File: config.mk
export PLATFORM = sky130hd
export DESIGN_NAME = nsc_top
export DESIGN_NICKNAME = d
export VERILOG_FILES = /design/src/hw/nsc_pkg.sv /design/src/hw/nsc_slice.sv /design/src/hw/nsc_top.sv
export SDC_FILE = /design/constraint.sdc
export NUM_CORES = 2
export LEC_CHECK = 0
export BUFFER_PORTS_ARGS = -buffer_cell sky130_fd_sc_hd__buf_2
export CORE_MARGIN = 10
export CORE_UTILIZATION = 30
export CTS_CLUSTER_SIZE = 40
export DETAILED_ROUTE_END_ITERATION = 8
export HOLD_SLACK_MARGIN = 0.03
export PLACE_DENSITY = 0.52
export RECOVER_POWER = 100
export SYNTH_ARGS = -nofsm -noshare
export SYNTH_HDL_FRONTEND = slang
export SYNTH_SLANG_ARGS = --single-unit
File: constraint.sdc
create_clock -name clk -period 24.7 [get_ports clk]
set_clock_uncertainty 0.1 [all_clocks]
set_input_delay 1.235 -clock clk [delete_from_list [all_inputs] [get_ports clk]]
set_output_delay 1.235 -clock clk [all_outputs]
set_load 0.02 [all_outputs]
File: src/hw/nsc_pkg.sv
// nsc_pkg: constants and types shared by the nibble slice controller
// assumes: one 40 MHz clock, synchronous active-high reset
package nsc_pkg;
    // ----------
    // sizes
    // ----------
    localparam int unsigned UPPER_SLICES = 7;          // slices in the upper nibble
    localparam int unsigned LOWER_SLICES = 6;          // slices in the lower nibble
    localparam int unsigned REG_COUNT    = 64;         // register file depth
    localparam int unsigned REG_WIDTH    = 16;         // register data width
    localparam int unsigned ADDR_WIDTH   = 6;          // register index width
    localparam int unsigned BUS_AW       = 8;          // avalon byte address width
    // ----------
    // master clock setting, tenths of MHz
    // ----------
    localparam logic [15:0] FREQ_MIN     = 16'h07d0;   // 200.0
    localparam logic [15:0] FREQ_MAX     = 16'h5dc0;   // 2400.0
    localparam logic [15:0] FREQ_DEF     = 16'h0bb8;   // 300.0
    // ----------
    // register indices (byte address = 4 * index)
    // ----------
    localparam logic [5:0] IDX_CTRL      = 6'h00;      // gating and calibration control
    localparam logic [5:0] IDX_STATUS    = 6'h01;      // sticky event status
    localparam logic [5:0] IDX_IRQ_EN    = 6'h02;      // interrupt enable
    localparam logic [5:0] IDX_IRQ_CLR   = 6'h03;      // write-one clear
    localparam logic [5:0] IDX_FREQ      = 6'h04;      // master clock setting
    localparam logic [5:0] IDX_DELAY     = 6'h05;      // requested delay, ps
    localparam logic [5:0] IDX_CFG       = 6'h06;      // static config readback
    localparam logic [5:0] IDX_TAPS      = 6'h07;      // computed tap count
    localparam logic [5:0] IDX_AVAIL     = 6'h08;      // available slice mask
    // ----------
    // ctrl bits
    // ----------
    localparam int unsigned CTRL_RX_GATE = 0;          // receive gate enable
    localparam int unsigned CTRL_TX_GATE = 1;          // transmit gate enable
    localparam int unsigned CTRL_TIME    = 2;          // time delay format
    localparam int unsigned CTRL_RECAL   = 3;          // restart calibration
    localparam int unsigned CTRL_CLKDIV  = 4;          // slice clocks divide select
    // ----------
    // status bits
    // ----------
    localparam int unsigned ST_RDY       = 0;          // calibration done event
    localparam int unsigned ST_FREQ_ERR  = 1;          // frequency write out of range
    localparam int unsigned ST_BAD_ADDR  = 2;          // unmapped access
    localparam int unsigned ST_BITS      = 3;
    // ----------
    // calibration timing
    // ----------
    localparam int unsigned CAL_TIME_US  = 10;         // settle time per calibration
    localparam int unsigned CLK_MHZ      = 40;
    localparam int unsigned CAL_CYCLES   = CAL_TIME_US * CLK_MHZ;
    localparam int unsigned TAP_PS       = 5;          // nominal tap size, ps
    // ----------
    // types
    // ----------
    typedef enum logic [1:0] {
        NSC_IDLE = 2'b00,
        NSC_WAIT = 2'b01,
        NSC_CALC = 2'b11,
        NSC_DONE = 2'b10
    } nsc_cal_state_t;

    typedef struct packed {
        logic       clk_inv;       // clock invert select
        logic       rst_inv;       // reset invert select
        logic       dly_rst_inv;   // delay reset invert select
        logic       odly_bypass;   // output delay bypass
    } nsc_cfg_t;

    typedef struct packed {
        logic       rx_clk_en;     // receive clock enable pulse
        logic       tx_clk_en;     // transmit clock enable pulse
        logic       rx_gate;       // receive gating
        logic       tx_gate;       // transmit gating
    } nsc_slice_ctl_t;
endpackage : nsc_pkg

File: src/hw/nsc_slice.sv
// nsc_slice: per-slice polarity, bypass and availability decode
// assumes: static settings from parameters, signals on the system clock
`timescale 1ns/1ps
`default_nettype none
module nsc_slice #(
    parameter nsc_pkg::nsc_cfg_t CFG = '0
) (
    input  wire logic                    clk,
    input  wire logic                    sys_rst,
    input  wire logic                    rst_in,
    input  wire logic                    dly_rst_in,
    input  wire logic                    avail,
    input  wire nsc_pkg::nsc_slice_ctl_t ctl,
    output logic                         slice_clk_q,
    output logic                         slice_rst_q,
    output logic                         slice_dly_rst_q,
    output logic                         slice_bypass_q,
    output nsc_pkg::nsc_slice_ctl_t      slice_ctl_q
);
    // ----------
    // next values
    // ----------
    logic                    clk_d;
    logic                    rst_d;
    logic                    dly_d;
    nsc_pkg::nsc_slice_ctl_t ctl_d;

    // polarity and gating per slice; unavailable slices get no clock enable and no control, resets still pass
    always_comb begin
        clk_d = (ctl.rx_clk_en & avail) ^ CFG.clk_inv;
        rst_d = rst_in ^ CFG.rst_inv;
        dly_d = dly_rst_in ^ CFG.dly_rst_inv;
        ctl_d = avail ? ctl : '0;
    end

    // register everything so outputs come from flops
    always_ff @(posedge clk) begin
        if (sys_rst) begin
            slice_clk_q     <= 1'b0;
            slice_rst_q     <= 1'b1;
            slice_dly_rst_q <= 1'b1;
            slice_bypass_q  <= 1'b0;
            slice_ctl_q     <= '0;
        end else begin
            slice_clk_q     <= clk_d;
            slice_rst_q     <= rst_d;
            slice_dly_rst_q <= dly_d;
            slice_bypass_q  <= CFG.odly_bypass;
            slice_ctl_q     <= ctl_d;
        end
    end
endmodule : nsc_slice
`default_nettype wire

File: src/hw/nsc_top.sv
// nsc_top: nibble controller for one nibble of pin slices
// assumes: avalon-mm master on clk; reset pins arrive asynchronously
// Contract
// - one controller drives every slice of nibble
// - calibrate delays, make slice clocks, keep registers
// - control receive and transmit gating per slice
// - sixty-four 16-bit registers behind the port
// - full control only through the register port
// - each nibble controller has its own port
// - merged ports look like one port
// - calibration converts delay using master frequency
// - time format calibration limits slice availability
// - clock invert select inverts slice clock
// - delay reset invert select inverts delay reset
// - reset invert select inverts main reset
// - output delay bypass routes around delay
// - delay ready flag output and register bit
// - six-bit address selects next cycle access
`timescale 1ns/1ps
`default_nettype none
module nsc_top #(
    parameter int unsigned       SLICES      = nsc_pkg::UPPER_SLICES,
    parameter bit                CLK_INV     = 1'b0,
    parameter bit                RST_INV     = 1'b0,
    parameter bit                DLY_RST_INV = 1'b0,
    parameter bit                ODLY_BYPASS = 1'b0,
    parameter logic [15:0]       FREQ_INIT   = nsc_pkg::FREQ_DEF
) (
    input  wire logic                              clk,
    input  wire logic                              sys_rst,
    // avalon-mm slave
    input  wire logic [nsc_pkg::BUS_AW-1:0]        avs_address,
    input  wire logic                              avs_read,
    input  wire logic                              avs_write,
    input  wire logic [31:0]                       avs_writedata,
    input  wire logic [3:0]                        avs_byteenable,
    output logic      [31:0]                       avs_readdata,
    output logic                                   avs_waitrequest,
    output logic      [1:0]                        avs_response,
    // pins from outside
    input  wire logic                              rst_pin,
    input  wire logic                              delay_reset,
    // outputs
    output logic                                   delay_ready_flag,
    output logic                                   irq,
    output logic      [SLICES-1:0]                 slice_clk,
    output logic      [SLICES-1:0]                 slice_rst,
    output logic      [SLICES-1:0]                 slice_dly_rst,
    output logic      [SLICES-1:0]                 slice_bypass,
    output nsc_pkg::nsc_slice_ctl_t [SLICES-1:0]   slice_ctl
);
    // ----------
    // static configuration
    // ----------
    localparam nsc_pkg::nsc_cfg_t CFG = '{clk_inv: CLK_INV, rst_inv: RST_INV,
        dly_rst_inv: DLY_RST_INV, odly_bypass: ODLY_BYPASS};

    // ----------
    // pin synchronisers
    // ----------
    logic [1:0] rst_meta_q;      // first stage
    logic [1:0] rst_sync_q;      // second stage: bit0 rst, bit1 delay reset

    // two flops per pin before any use
    always_ff @(posedge clk) begin
        rst_meta_q <= {delay_reset, rst_pin};
        rst_sync_q <= rst_meta_q;
    end

    // ----------
    // register state
    // ----------
    logic [4:0]                   ctrl_q,   ctrl_d;     // control bits
    logic [nsc_pkg::ST_BITS-1:0]  stat_q,   stat_d;     // sticky status
    logic [nsc_pkg::ST_BITS-1:0]  ien_q,    ien_d;      // interrupt enable
    logic [15:0]                  freq_q,   freq_d;     // master clock tenths MHz
    logic [15:0]                  delay_q,  delay_d;    // requested delay ps
    logic [15:0]                  gp_q [nsc_pkg::REG_COUNT];  // plain storage
    logic [31:0]                  rdata_q,  rdata_d;
    logic                         wait_q,   wait_d;     // answer pacing
    logic [1:0]                   resp_q,   resp_d;
    logic                         irq_q;
    // ----------
    // calibration state
    // ----------
    nsc_pkg::nsc_cal_state_t      cal_q,    cal_d;
    logic [15:0]                  cnt_q,    cnt_d;
    logic [15:0]                  taps_q,   taps_d;
    logic                         rdy_q,    rdy_d;
    logic [SLICES-1:0]            avail_q,  avail_d;
    logic                         div_q,    div_d;      // slice clock divider

    // ----------
    // bus decode
    // ----------
    logic [nsc_pkg::ADDR_WIDTH-1:0] idx;                // register index
    logic                           req;                // new request
    logic                           wr_lo;              // low half writable
    logic                           mapped;
    logic [nsc_pkg::ST_BITS-1:0]    set_ev;             // events this cycle
    logic [15:0]                    rd_val;

    // index from byte address; one word per register
    assign idx    = avs_address[nsc_pkg::BUS_AW-1:2];
    assign req    = (avs_read | avs_write) & wait_q;     // one answer per request
    // a write lands only at the edge where waitrequest is low
    assign wr_lo  = avs_write & ~wait_q & (&avs_byteenable[1:0]);
    assign mapped = 1'b1;                               // all 64 indices backed

    // read mux, registers are 16 bits, upper bits zero
    always_comb begin
        case (idx)
            nsc_pkg::IDX_CTRL:    rd_val = {11'h000, ctrl_q};
            nsc_pkg::IDX_STATUS:  rd_val = {13'h0000, stat_q};
            nsc_pkg::IDX_IRQ_EN:  rd_val = {13'h0000, ien_q};
            nsc_pkg::IDX_IRQ_CLR: rd_val = 16'h0000;
            nsc_pkg::IDX_FREQ:    rd_val = freq_q;
            nsc_pkg::IDX_DELAY:   rd_val = delay_q;
            nsc_pkg::IDX_CFG:     rd_val = {11'h000, rdy_q, CFG};
            nsc_pkg::IDX_TAPS:    rd_val = taps_q;
            nsc_pkg::IDX_AVAIL:   rd_val = 16'(avail_q);
            default:              rd_val = gp_q[idx];
        endcase
    end

    // register writes, events and bus answer
    always_comb begin
        ctrl_d  = ctrl_q;
        ien_d   = ien_q;
        freq_d  = freq_q;
        delay_d = delay_q;
        rdata_d = rdata_q;
        resp_d  = resp_q;
        set_ev  = '0;
        // one wait cycle then answer: waitrequest drops one cycle later
        wait_d  = ~((avs_read | avs_write) & wait_q);
        ctrl_d[nsc_pkg::CTRL_RECAL] = 1'b0;             // self-clearing
        if (req) begin
            resp_d  = mapped ? 2'b00 : 2'b11;
            rdata_d = {16'h0000, rd_val};
        end
        if (wr_lo) begin
            case (idx)
                nsc_pkg::IDX_CTRL:   ctrl_d  = avs_writedata[4:0];
                nsc_pkg::IDX_IRQ_EN: ien_d   = avs_writedata[nsc_pkg::ST_BITS-1:0];
                nsc_pkg::IDX_DELAY:  delay_d = avs_writedata[15:0];
                nsc_pkg::IDX_FREQ: begin
                    // out of range setting rejected, old value kept
                    if (avs_writedata[15:0] >= nsc_pkg::FREQ_MIN &&
                        avs_writedata[15:0] <= nsc_pkg::FREQ_MAX) begin
                        freq_d = avs_writedata[15:0];
                    end else begin
                        set_ev[nsc_pkg::ST_FREQ_ERR] = 1'b1;
                    end
                end
                default: ;
            endcase
        end
        if (req & ~mapped) begin
            set_ev[nsc_pkg::ST_BAD_ADDR] = 1'b1;
        end
        if (rdy_d & ~rdy_q) begin
            set_ev[nsc_pkg::ST_RDY] = 1'b1;
        end
        // set wins over clear
        stat_d = stat_q;
        if (wr_lo && idx == nsc_pkg::IDX_IRQ_CLR) begin
            stat_d = stat_q & ~avs_writedata[nsc_pkg::ST_BITS-1:0];
        end
        stat_d = stat_d | set_ev;
    end

    // register file and bus flops
    always_ff @(posedge clk) begin
        if (sys_rst) begin
            ctrl_q  <= '0;
            stat_q  <= '0;
            ien_q   <= '0;
            freq_q  <= FREQ_INIT;
            delay_q <= '0;
            rdata_q <= '0;
            wait_q  <= 1'b1;
            resp_q  <= 2'b00;
            irq_q   <= 1'b0;
        end else begin
            ctrl_q  <= ctrl_d;
            stat_q  <= stat_d;
            ien_q   <= ien_d;
            freq_q  <= freq_d;
            delay_q <= delay_d;
            rdata_q <= rdata_d;
            wait_q  <= wait_d;
            resp_q  <= resp_d;
            irq_q   <= |(stat_d & ien_d);
        end
    end

    // plain storage for indices without a dedicated function
    always_ff @(posedge clk) begin
        if (sys_rst) begin
            for (int i = 0; i < nsc_pkg::REG_COUNT; i++) begin
                gp_q[i] <= '0;
            end
        end else if (wr_lo) begin
            gp_q[idx] <= avs_writedata[15:0];
        end
    end

    // ----------
    // self calibration
    // ----------
    logic [31:0] prod;     // delay * freq, tenths MHz * ps
    logic [31:0] tap_calc;
    logic        in_rst;

    assign in_rst   = rst_sync_q[0] ^ CFG.rst_inv;
    // taps scale with delay and master frequency: larger setting means
    // a shorter master period so more taps for the same fraction
    assign prod     = 32'(delay_q) * 32'(freq_q);
    assign tap_calc = prod / 32'(nsc_pkg::TAP_PS * nsc_pkg::FREQ_DEF / 16'd10 * 32'd10);

    // calibration sequence: wait settle, compute taps, done
    always_comb begin
        cal_d   = cal_q;
        cnt_d   = cnt_q;
        taps_d  = taps_q;
        rdy_d   = rdy_q;
        avail_d = avail_q;
        case (cal_q)
            nsc_pkg::NSC_IDLE: begin
                cnt_d = '0;
                rdy_d = 1'b0;
                cal_d = nsc_pkg::NSC_WAIT;
            end
            nsc_pkg::NSC_WAIT: begin
                cnt_d = cnt_q + 16'h0001;
                if (cnt_q == 16'(nsc_pkg::CAL_CYCLES - 1)) begin
                    cal_d = nsc_pkg::NSC_CALC;
                end
            end
            nsc_pkg::NSC_CALC: begin
                taps_d = tap_calc[15:0];
                // time format reserves the last slice for calibration
                avail_d = ctrl_q[nsc_pkg::CTRL_TIME] ?
                          {1'b0, {(SLICES-1){1'b1}}} : {SLICES{1'b1}};
                cal_d  = nsc_pkg::NSC_DONE;
            end
            nsc_pkg::NSC_DONE: begin
                rdy_d = 1'b1;
            end
            default: cal_d = nsc_pkg::NSC_IDLE;
        endcase
        if (in_rst || ctrl_q[nsc_pkg::CTRL_RECAL]) begin
            cal_d = nsc_pkg::NSC_IDLE;
            rdy_d = 1'b0;
        end
    end

    // calibration flops
    always_ff @(posedge clk) begin
        if (sys_rst) begin
            cal_q   <= nsc_pkg::NSC_IDLE;
            cnt_q   <= '0;
            taps_q  <= '0;
            rdy_q   <= 1'b0;
            avail_q <= '0;
        end else begin
            cal_q   <= cal_d;
            cnt_q   <= cnt_d;
            taps_q  <= taps_d;
            rdy_q   <= rdy_d;
            avail_q <= avail_d;
        end
    end

    // ----------
    // slice clock enables
    // ----------
    nsc_pkg::nsc_slice_ctl_t ctl;

    // divider: every cycle or every other cycle
    always_comb begin
        div_d = ctrl_q[nsc_pkg::CTRL_CLKDIV] ? ~div_q : 1'b1;
    end

    always_ff @(posedge clk) begin
        if (sys_rst) begin
            div_q <= 1'b0;
        end else begin
            div_q <= div_d;
        end
    end

    // clocks only run after calibration
    always_comb begin
        ctl.rx_clk_en = div_q & rdy_q;
        ctl.tx_clk_en = div_q & rdy_q;
        ctl.rx_gate   = ctrl_q[nsc_pkg::CTRL_RX_GATE];
        ctl.tx_gate   = ctrl_q[nsc_pkg::CTRL_TX_GATE];
    end

    // one slice instance per pin, all driven by this controller
    for (genvar s = 0; s < SLICES; s++) begin : g_slice
        nsc_slice #(.CFG(CFG)) u_slice (
            .clk             (clk),
            .sys_rst         (sys_rst),
            .rst_in          (rst_sync_q[0]),
            .dly_rst_in      (rst_sync_q[1]),
            .avail           (avail_q[s]),
            .ctl             (ctl),
            .slice_clk_q     (slice_clk[s]),
            .slice_rst_q     (slice_rst[s]),
            .slice_dly_rst_q (slice_dly_rst[s]),
            .slice_bypass_q  (slice_bypass[s]),
            .slice_ctl_q     (slice_ctl[s])
        );
    end

    // ----------
    // outputs
    // ----------
    assign delay_ready_flag = rdy_q;
    assign irq              = irq_q;
    assign avs_readdata     = rdata_q;
    assign avs_waitrequest  = wait_q;
    assign avs_response     = resp_q;
endmodule : nsc_top
`default_nettype wire

# Word level (Yosys, flattened, before mapping)
# Memory sizes are Yosys's and may differ from the RTL's.
# Index checks and enable logic that the tools add are counted.
[op_classes]
n_addsub = 1
multipliers = 1
n_div = 1
n_lt_le_gt_ge = 2
eq_ne = 13
mux = 23
bitwise_logic = 30
n_reduce_logical = 23
[op_table]
columns = ["operator", "count"]
rows = [
  ["16-bit one-hot mux with 9 select lines", 1],
  ["32-bit by 14-bit divider with 32-bit output, second input constant", 1],
  ["16-bit by 16-bit multiplier with 32-bit output", 1],
  ["16-bit one-hot mux with 2 select lines", 1],
  ["6-bit by 3-bit equality test with 1-bit output, second input constant", 4],
  ["16-bit by 1-bit adder with 16-bit output, second input constant", 1],
  ["16-bit by 9-bit equality test with 1-bit output, second input constant", 1],
  ["16-bit by 11-bit greater-or-equal comparator with 1-bit output, second input constant", 1],
  ["16-bit by 15-bit less-or-equal comparator with 1-bit output, second input constant", 1],
  ["16-bit two-way mux", 1],
  ["16-bit OR reduction", 1],
  ["2-bit OR reduction", 8],
  ["1-bit NOT", 13],
  ["1-bit AND", 12],
  ["6-bit by 2-bit equality test with 1-bit output, second input constant", 2],
  ["1-bit two-way mux", 12],
  ["3-bit two-way mux", 3],
  ["2-bit AND reduction", 4],
  ["7-bit two-way mux", 1],
  ["3-bit AND", 2],
  ["6-bit by 1-bit equality test with 1-bit output, second input constant", 1],
  ["6-bit by 4-bit equality test with 1-bit output, second input constant", 1],
  ["6-bit logical NOT", 1],
  ["6-bit two-way mux", 1],
  ["16 further kinds", 19],
]
[totals]
register_bits = 138
mem_bits_rw = 1024
memories = 1
[mem_list]
columns = ["name", "words", "word_bits", "read_ports", "rd_clocked_by_memory_dff", "wr", "line_no", "source"]
rows = [
  ["gp_q", 64, 16, 1, 0, 64, "nsc_top.sv:78", "logic [15:0] gp_q [nsc_pkg::REG_COUNT];"],
]

# Depth between registers and ports, before layout
[depth]
depth_word = 8
ltp_mapped = 103
depth_no_buf = 83

# Modules after synthesis
# Synthesis repeated with hierarchy kept, for this count alone.
[unflattened]
cells_unflattened = 5861
area_unflattened_um2 = 67155.7
[modules_own_cells]
columns = ["mod", "n_inst", "cells_per_inst", "area_per_inst_um2", "seq_area_each_um2"]
rows = [
  ["nsc_top", 1, 5749, 65701.8, 30108.9],
  ["nsc_slice", 7, 16, 207.7, 140.1],
]

# Worst setup path after synthesis
# No wires, ideal clock.
[synth_path]
path_kind = "reg2reg"
startpoint = "register freq_q[3]"
endpoint = "register taps_q[0]"
setup_time_ns = 0.103
t_arrival_ns = 22.341
t_required_ns = 24.497
path_slack_ns = 2.156
path_stages_with_launch = 97
synth_period_minus_slack_ns = 22.544
path_cell_list = "dfxtp_1 clkbuf_1 clkbuf_1 nand2_1 fa_1 inv_1 fa_1 inv_1 fa_1 inv_1 fa_1 fa_1 inv_1 fa_1 inv_1 ha_1 buf_2 nand2_1 [... 61 more ...] buf_2 mux2i_1 xnor2_1 or3_4 o21a_4 buf_2 a21oi_1 xnor2_1 clkinv_1 o21a_4 o22a_1 or4_4 a41oi_1 mux2i_1 a22oi_1 o221ai_1 o21ai_1 a2111oi_2"
[synth_via]
elab_chain_cells = 2
[synth_rtl]
columns = ["item", "line_no", "source"]
rows = [
  ["start: declaration", "nsc_top.sv:76", "logic [15:0] freq_q, freq_d;"],
  ["start signal: assignment", "nsc_top.sv:189", "freq_q <= freq_d;"],
  ["16-bit by 16-bit multiplier with 32-bit output", "nsc_top.sv:219", "assign prod = 32'(delay_q) * 32'(freq_q);"],
  ["32-bit by 14-bit divider with 32-bit output", "nsc_top.sv:220", "assign tap_calc = prod / 32'(nsc_pkg::TAP_PS * nsc_pkg::FREQ_DEF / 16'd10 * 32'd10);"],
  ["end signal: assignment", "nsc_top.sv:270", "taps_q <= taps_d;"],
  ["end: declaration", "nsc_top.sv:88", "logic [15:0] taps_q, taps_d;"],
]
# Every way passes these cells.
# A chain may end at the register's enable or synchronous reset.

# Worst setup path after layout
[layout_path]
startpoint = "register delay_q[6]"
endpoint = "register taps_q[0]"
[layout_via]
elab_chain_cells = 2
[layout_rtl]
columns = ["item", "line_no", "source"]
rows = [
  ["start: declaration", "nsc_top.sv:77", "logic [15:0] delay_q, delay_d;"],
  ["start signal: assignment", "nsc_top.sv:190", "delay_q <= delay_d;"],
  ["16-bit by 16-bit multiplier with 32-bit output", "nsc_top.sv:219", ""],
  ["32-bit by 14-bit divider with 32-bit output", "nsc_top.sv:220", ""],
]
# Every way passes these cells.

==> flow_summary.json <==
{
  "die_w_um": 495.4,
  "slew_violations": 772,
  "clockBufferDepth": 3,
  "status": "complete, but fails checks",
  "via_per_inst": 5.217,
  "synth_area_um2": 67800,
  "ant_nets": 0,
  "die_h_um": 495.4,
  "yosysUniqueCellTypes": 129,
  "ys_ff_latch": 1088,
  "fin_ws_ns": 1.073,
  "ff_latch_area_um2": 31570,
  "powerDensity_nw_per_um2": 53.07,
  "crit_path_start_kind": "flop",
  "nNetsFinal": 6224,
  "track_usage_pct": 15.59,
  "cp.required_ns": 25.19,
  "rows": 174,
  "grt_overflow_total": 0,
  "synthArstFlopShare_pct": 0,
  "syn_to_final_growth_pct": 12.57,
  "crit_start": "delay_q[6]$_SDFFE_PP0P_",
  "yosys_warnings": 0,
  "synth-edff-count": 975,
  "totalPowerFinal_w": 0.004050,
  "cp.arrival_ns": 24.12,
  "hold_class": "flop to flop",
  "grt_start_max_net_pins": 72,
  "max_stage_delay_ns": 0.55,
  "initialDrtViolationCount": 4099,
  "cts_tree": "built",
  "critPathCaptureType": "flop",
  "dp_hpwl_um": 133000,
  "io_pins": 143,
  "grt_pass1_vias": 46590,
  "grt_pass1_wl_um": 297000,
  "drv_cap": 26,
  "die-area_um2": 245400,
  "yosysSeqAreaShare_pct": 46.52,
  "clock_sinks": 1088,
  "io_buffers": 97,
  "antenna_found_initial": 18,
  "r2r-start": "delay_q[6]$_SDFFE_PP0P_",
  "clk_pin_slew_worst_paths_ns": 0.06,
  "worstMarginPinSlew_ns": 4.739,
  "synth_flop_cell": "edfxtp_1",
  "crit_type": "flop to flop",
  "worstHoldStart": "rst_meta_q[0]$_DFF_P_",
  "clk_latency_ns": 0.73,
  "preCtsSetupSlack_ns": -0.1065,
  "dr_total_vias": 46770,
  "cts_max_level": 3,
  "relSlewSlack_pct": -215.9,
  "fillCellCount": 22360,
  "cts_made_buffers": 115,
  "gp_congestion": 0.8201,
  "placed_area_um2": 71870,
  "hold_viol_final": 0,
  "period_needed_ns": 23.63,
  "crit_path_frequent_cell": "buf_4",
  "routed_wirelength_um": 198200,
  "power.leakage_nw": 27.50,
  "setup_viol": 0,
  "fin_area_um2": 76320,
  "finalCritPeriodShare_pct": 95.65,
  "wl_per_cell_um": 22.11,
  "drc": 0,
  "drive_gt1_share_pct": 16.66,
  "multi_input_area_um2": 34080,
  "core_area_um2": 224900,
  "cp_max_fo": 16,
  "fmax_mhz": 42.32,
  "syn_inst": 5859,
  "irDropWorstVdd_uv": 74.08,
  "cts_root_buf": "clkbuf_16",
  "firstDrtPassIters": 6,
  "hold_buffers": 0,
  "crit_slowest_cell": "or4b_1",
  "start_util_pct": 30.15,
  "violations": "max-capacitance violations, max-slew violations",
  "synth.avg_cell_area_um2": 11.57
}
power by group:
group	switching, W	internal [W]	leakage [nW]
sequential	0.0000173	0.00206	11.0
clock	0.000743	0.000924	1.75
combinational	0.000207	0.000101	14.8
total	0.000967	0.00308	27.5
cell families (layout without fill, tap and decap cells):
kind of cell	count (synthesis)	after routing	share of synthesized area (%)
simple gates	2319	2319	18.37
flops	1088	1088	46.52
compound gates	863	864	9.113
buf+inv	745	829	4.628
mux	404	404	11.79
fa+ha+maj	305	305	7.754
xor+xnor	134	134	1.820
other cells	1	30	0.005531
metal layers:
metal | GRT usage (%) | share of wire [%] | routed length (um)
met5 | 0 | 0.0066 | 13
met4 | 3.599 | 2.4 | 4767
met3 | 2.291 | 5.9 | 11660
met2 | 25.97 | 48 | 94810
met1 | 21.40 | 44 | 86950
cells in the final DEF, fill, tap and decap left out, drive strengths merged, types with 20 or more instances in the layout:
master,count
edfxtp,975
and2,870
nand2,359
nor3,356
nor2,329
mux4,312
buf,267
clkbuf,258
inv,238
a21oi,203
fa,194
o21ai,156
dfxtp,113
ha,105
xnor2,101
or2,86
nand3,85
a21o,63
mux2i,63
clkinv,61
o211ai,48
a211oi,39
and3,36
nor4,34
nand2b,33
xor2,33
nand4,32
mux2,29
nor2b,27
o21a,27
a31oi,27
a22oi,26
conb,25
or3,24
o31ai,23
a211o,20
o22ai,20
worst max-delay path: cells and delay by family, from the launching register on:
| family | cells | cell delay (ns) |
|---|---|---|
| flops | 1 | 0.42 |
| fa+ha+maj | 7 | 3.45 |
| simple gates | 19 | 6.06 |
| xor+xnor | 3 | 0.52 |
| buf+inv | 14 | 2.27 |
| mux | 5 | 0.87 |
| compound gates | 41 | 9.79 |
state kept, by name, summed over array words and instances, names as in the netlist:
signal and cells:
freq_q 16, taps_q 16, ctrl_q 5, cal_q 2, avail_q 2, avs_waitrequest 1
rst_meta_q 2, g_slice.u_slice.slice_ctl_q 6, stat_q 3, g_slice.u_slice.slice_rst_q 1, cnt_q 16, rst_sync_q 2
g_slice.u_slice.slice_dly_rst_q 1, avs_readdata 16, delay_q 16, delay_ready_flag 1, div_q 1, ien_q 3
g_slice.u_slice.slice_clk_q 2, gp_q 975, irq 1
repair_timing:
action                     4_1_cts  5_1_grt
cloned                           0        1
gates resized for setup          8      168
buffers inserted                 0       32
pin swaps                        0       35
setup endpoints to repair        1        3
cells in the mapped netlist (73+ instances only):
master    count  area share (%)
a21oi_1     195             1.4
and2_1      870             8.0
buf_1        74            0.41
buf_4        73            0.81
clkbuf_1    316             1.7
dfxtp_1     113             3.3
edfxtp_1    975              43
fa_1        194             5.7
ha_1        105             1.9
inv_1       235             1.3
mux4_2      312              10
nand2_1     359             2.0
nand3_1      85            0.63
nor2_1      327             1.8
nor3_1      349             2.6
o21ai_0     106            0.78
or2_2        77            0.71
xnor2_1      94             1.2
metrics by stage:
step	std cells	hold slack (ns)	TNS, ns	util, %
after global placement	8717	0.2157	0	31.96
after global routing	8964	0.2366	-0.1066	33.94
final	8965	0.2304	0	33.94
after detailed placement	8717	0.2157	-0.1065	31.96
after floorplan	5883	0.2096	0	-
after CTS	8927	0.2331	0	33.56
final timing paths:
kind                                          endpoint  slack (ns)  depth (start not counted)
worst max-delay path            taps_q[0]$_SDFFE_PP0P_        1.07                         89
worst min register to register   rst_sync_q[0]$_DFF_P_        0.23                          0
worst max register to register  taps_q[0]$_SDFFE_PP0P_        1.07                         89
worst min-delay path             rst_sync_q[0]$_DFF_P_        0.23                          0
cell type report:
cell class / count / share of cell area [%]
Clock buffer: 149 / 4.056
Sequential cell: 1088 / 41.36
Timing Repair Buffer: 376 / 3.169
Inverter: 243 / 1.195
Clock inverter: 61 / 0.6410
Multi-Input combinational cell: 4051 / 44.65
Tap cell: 2992 / 4.905
Antenna cell: 5 / 0.01639
(Power assumes the default switching activity.)
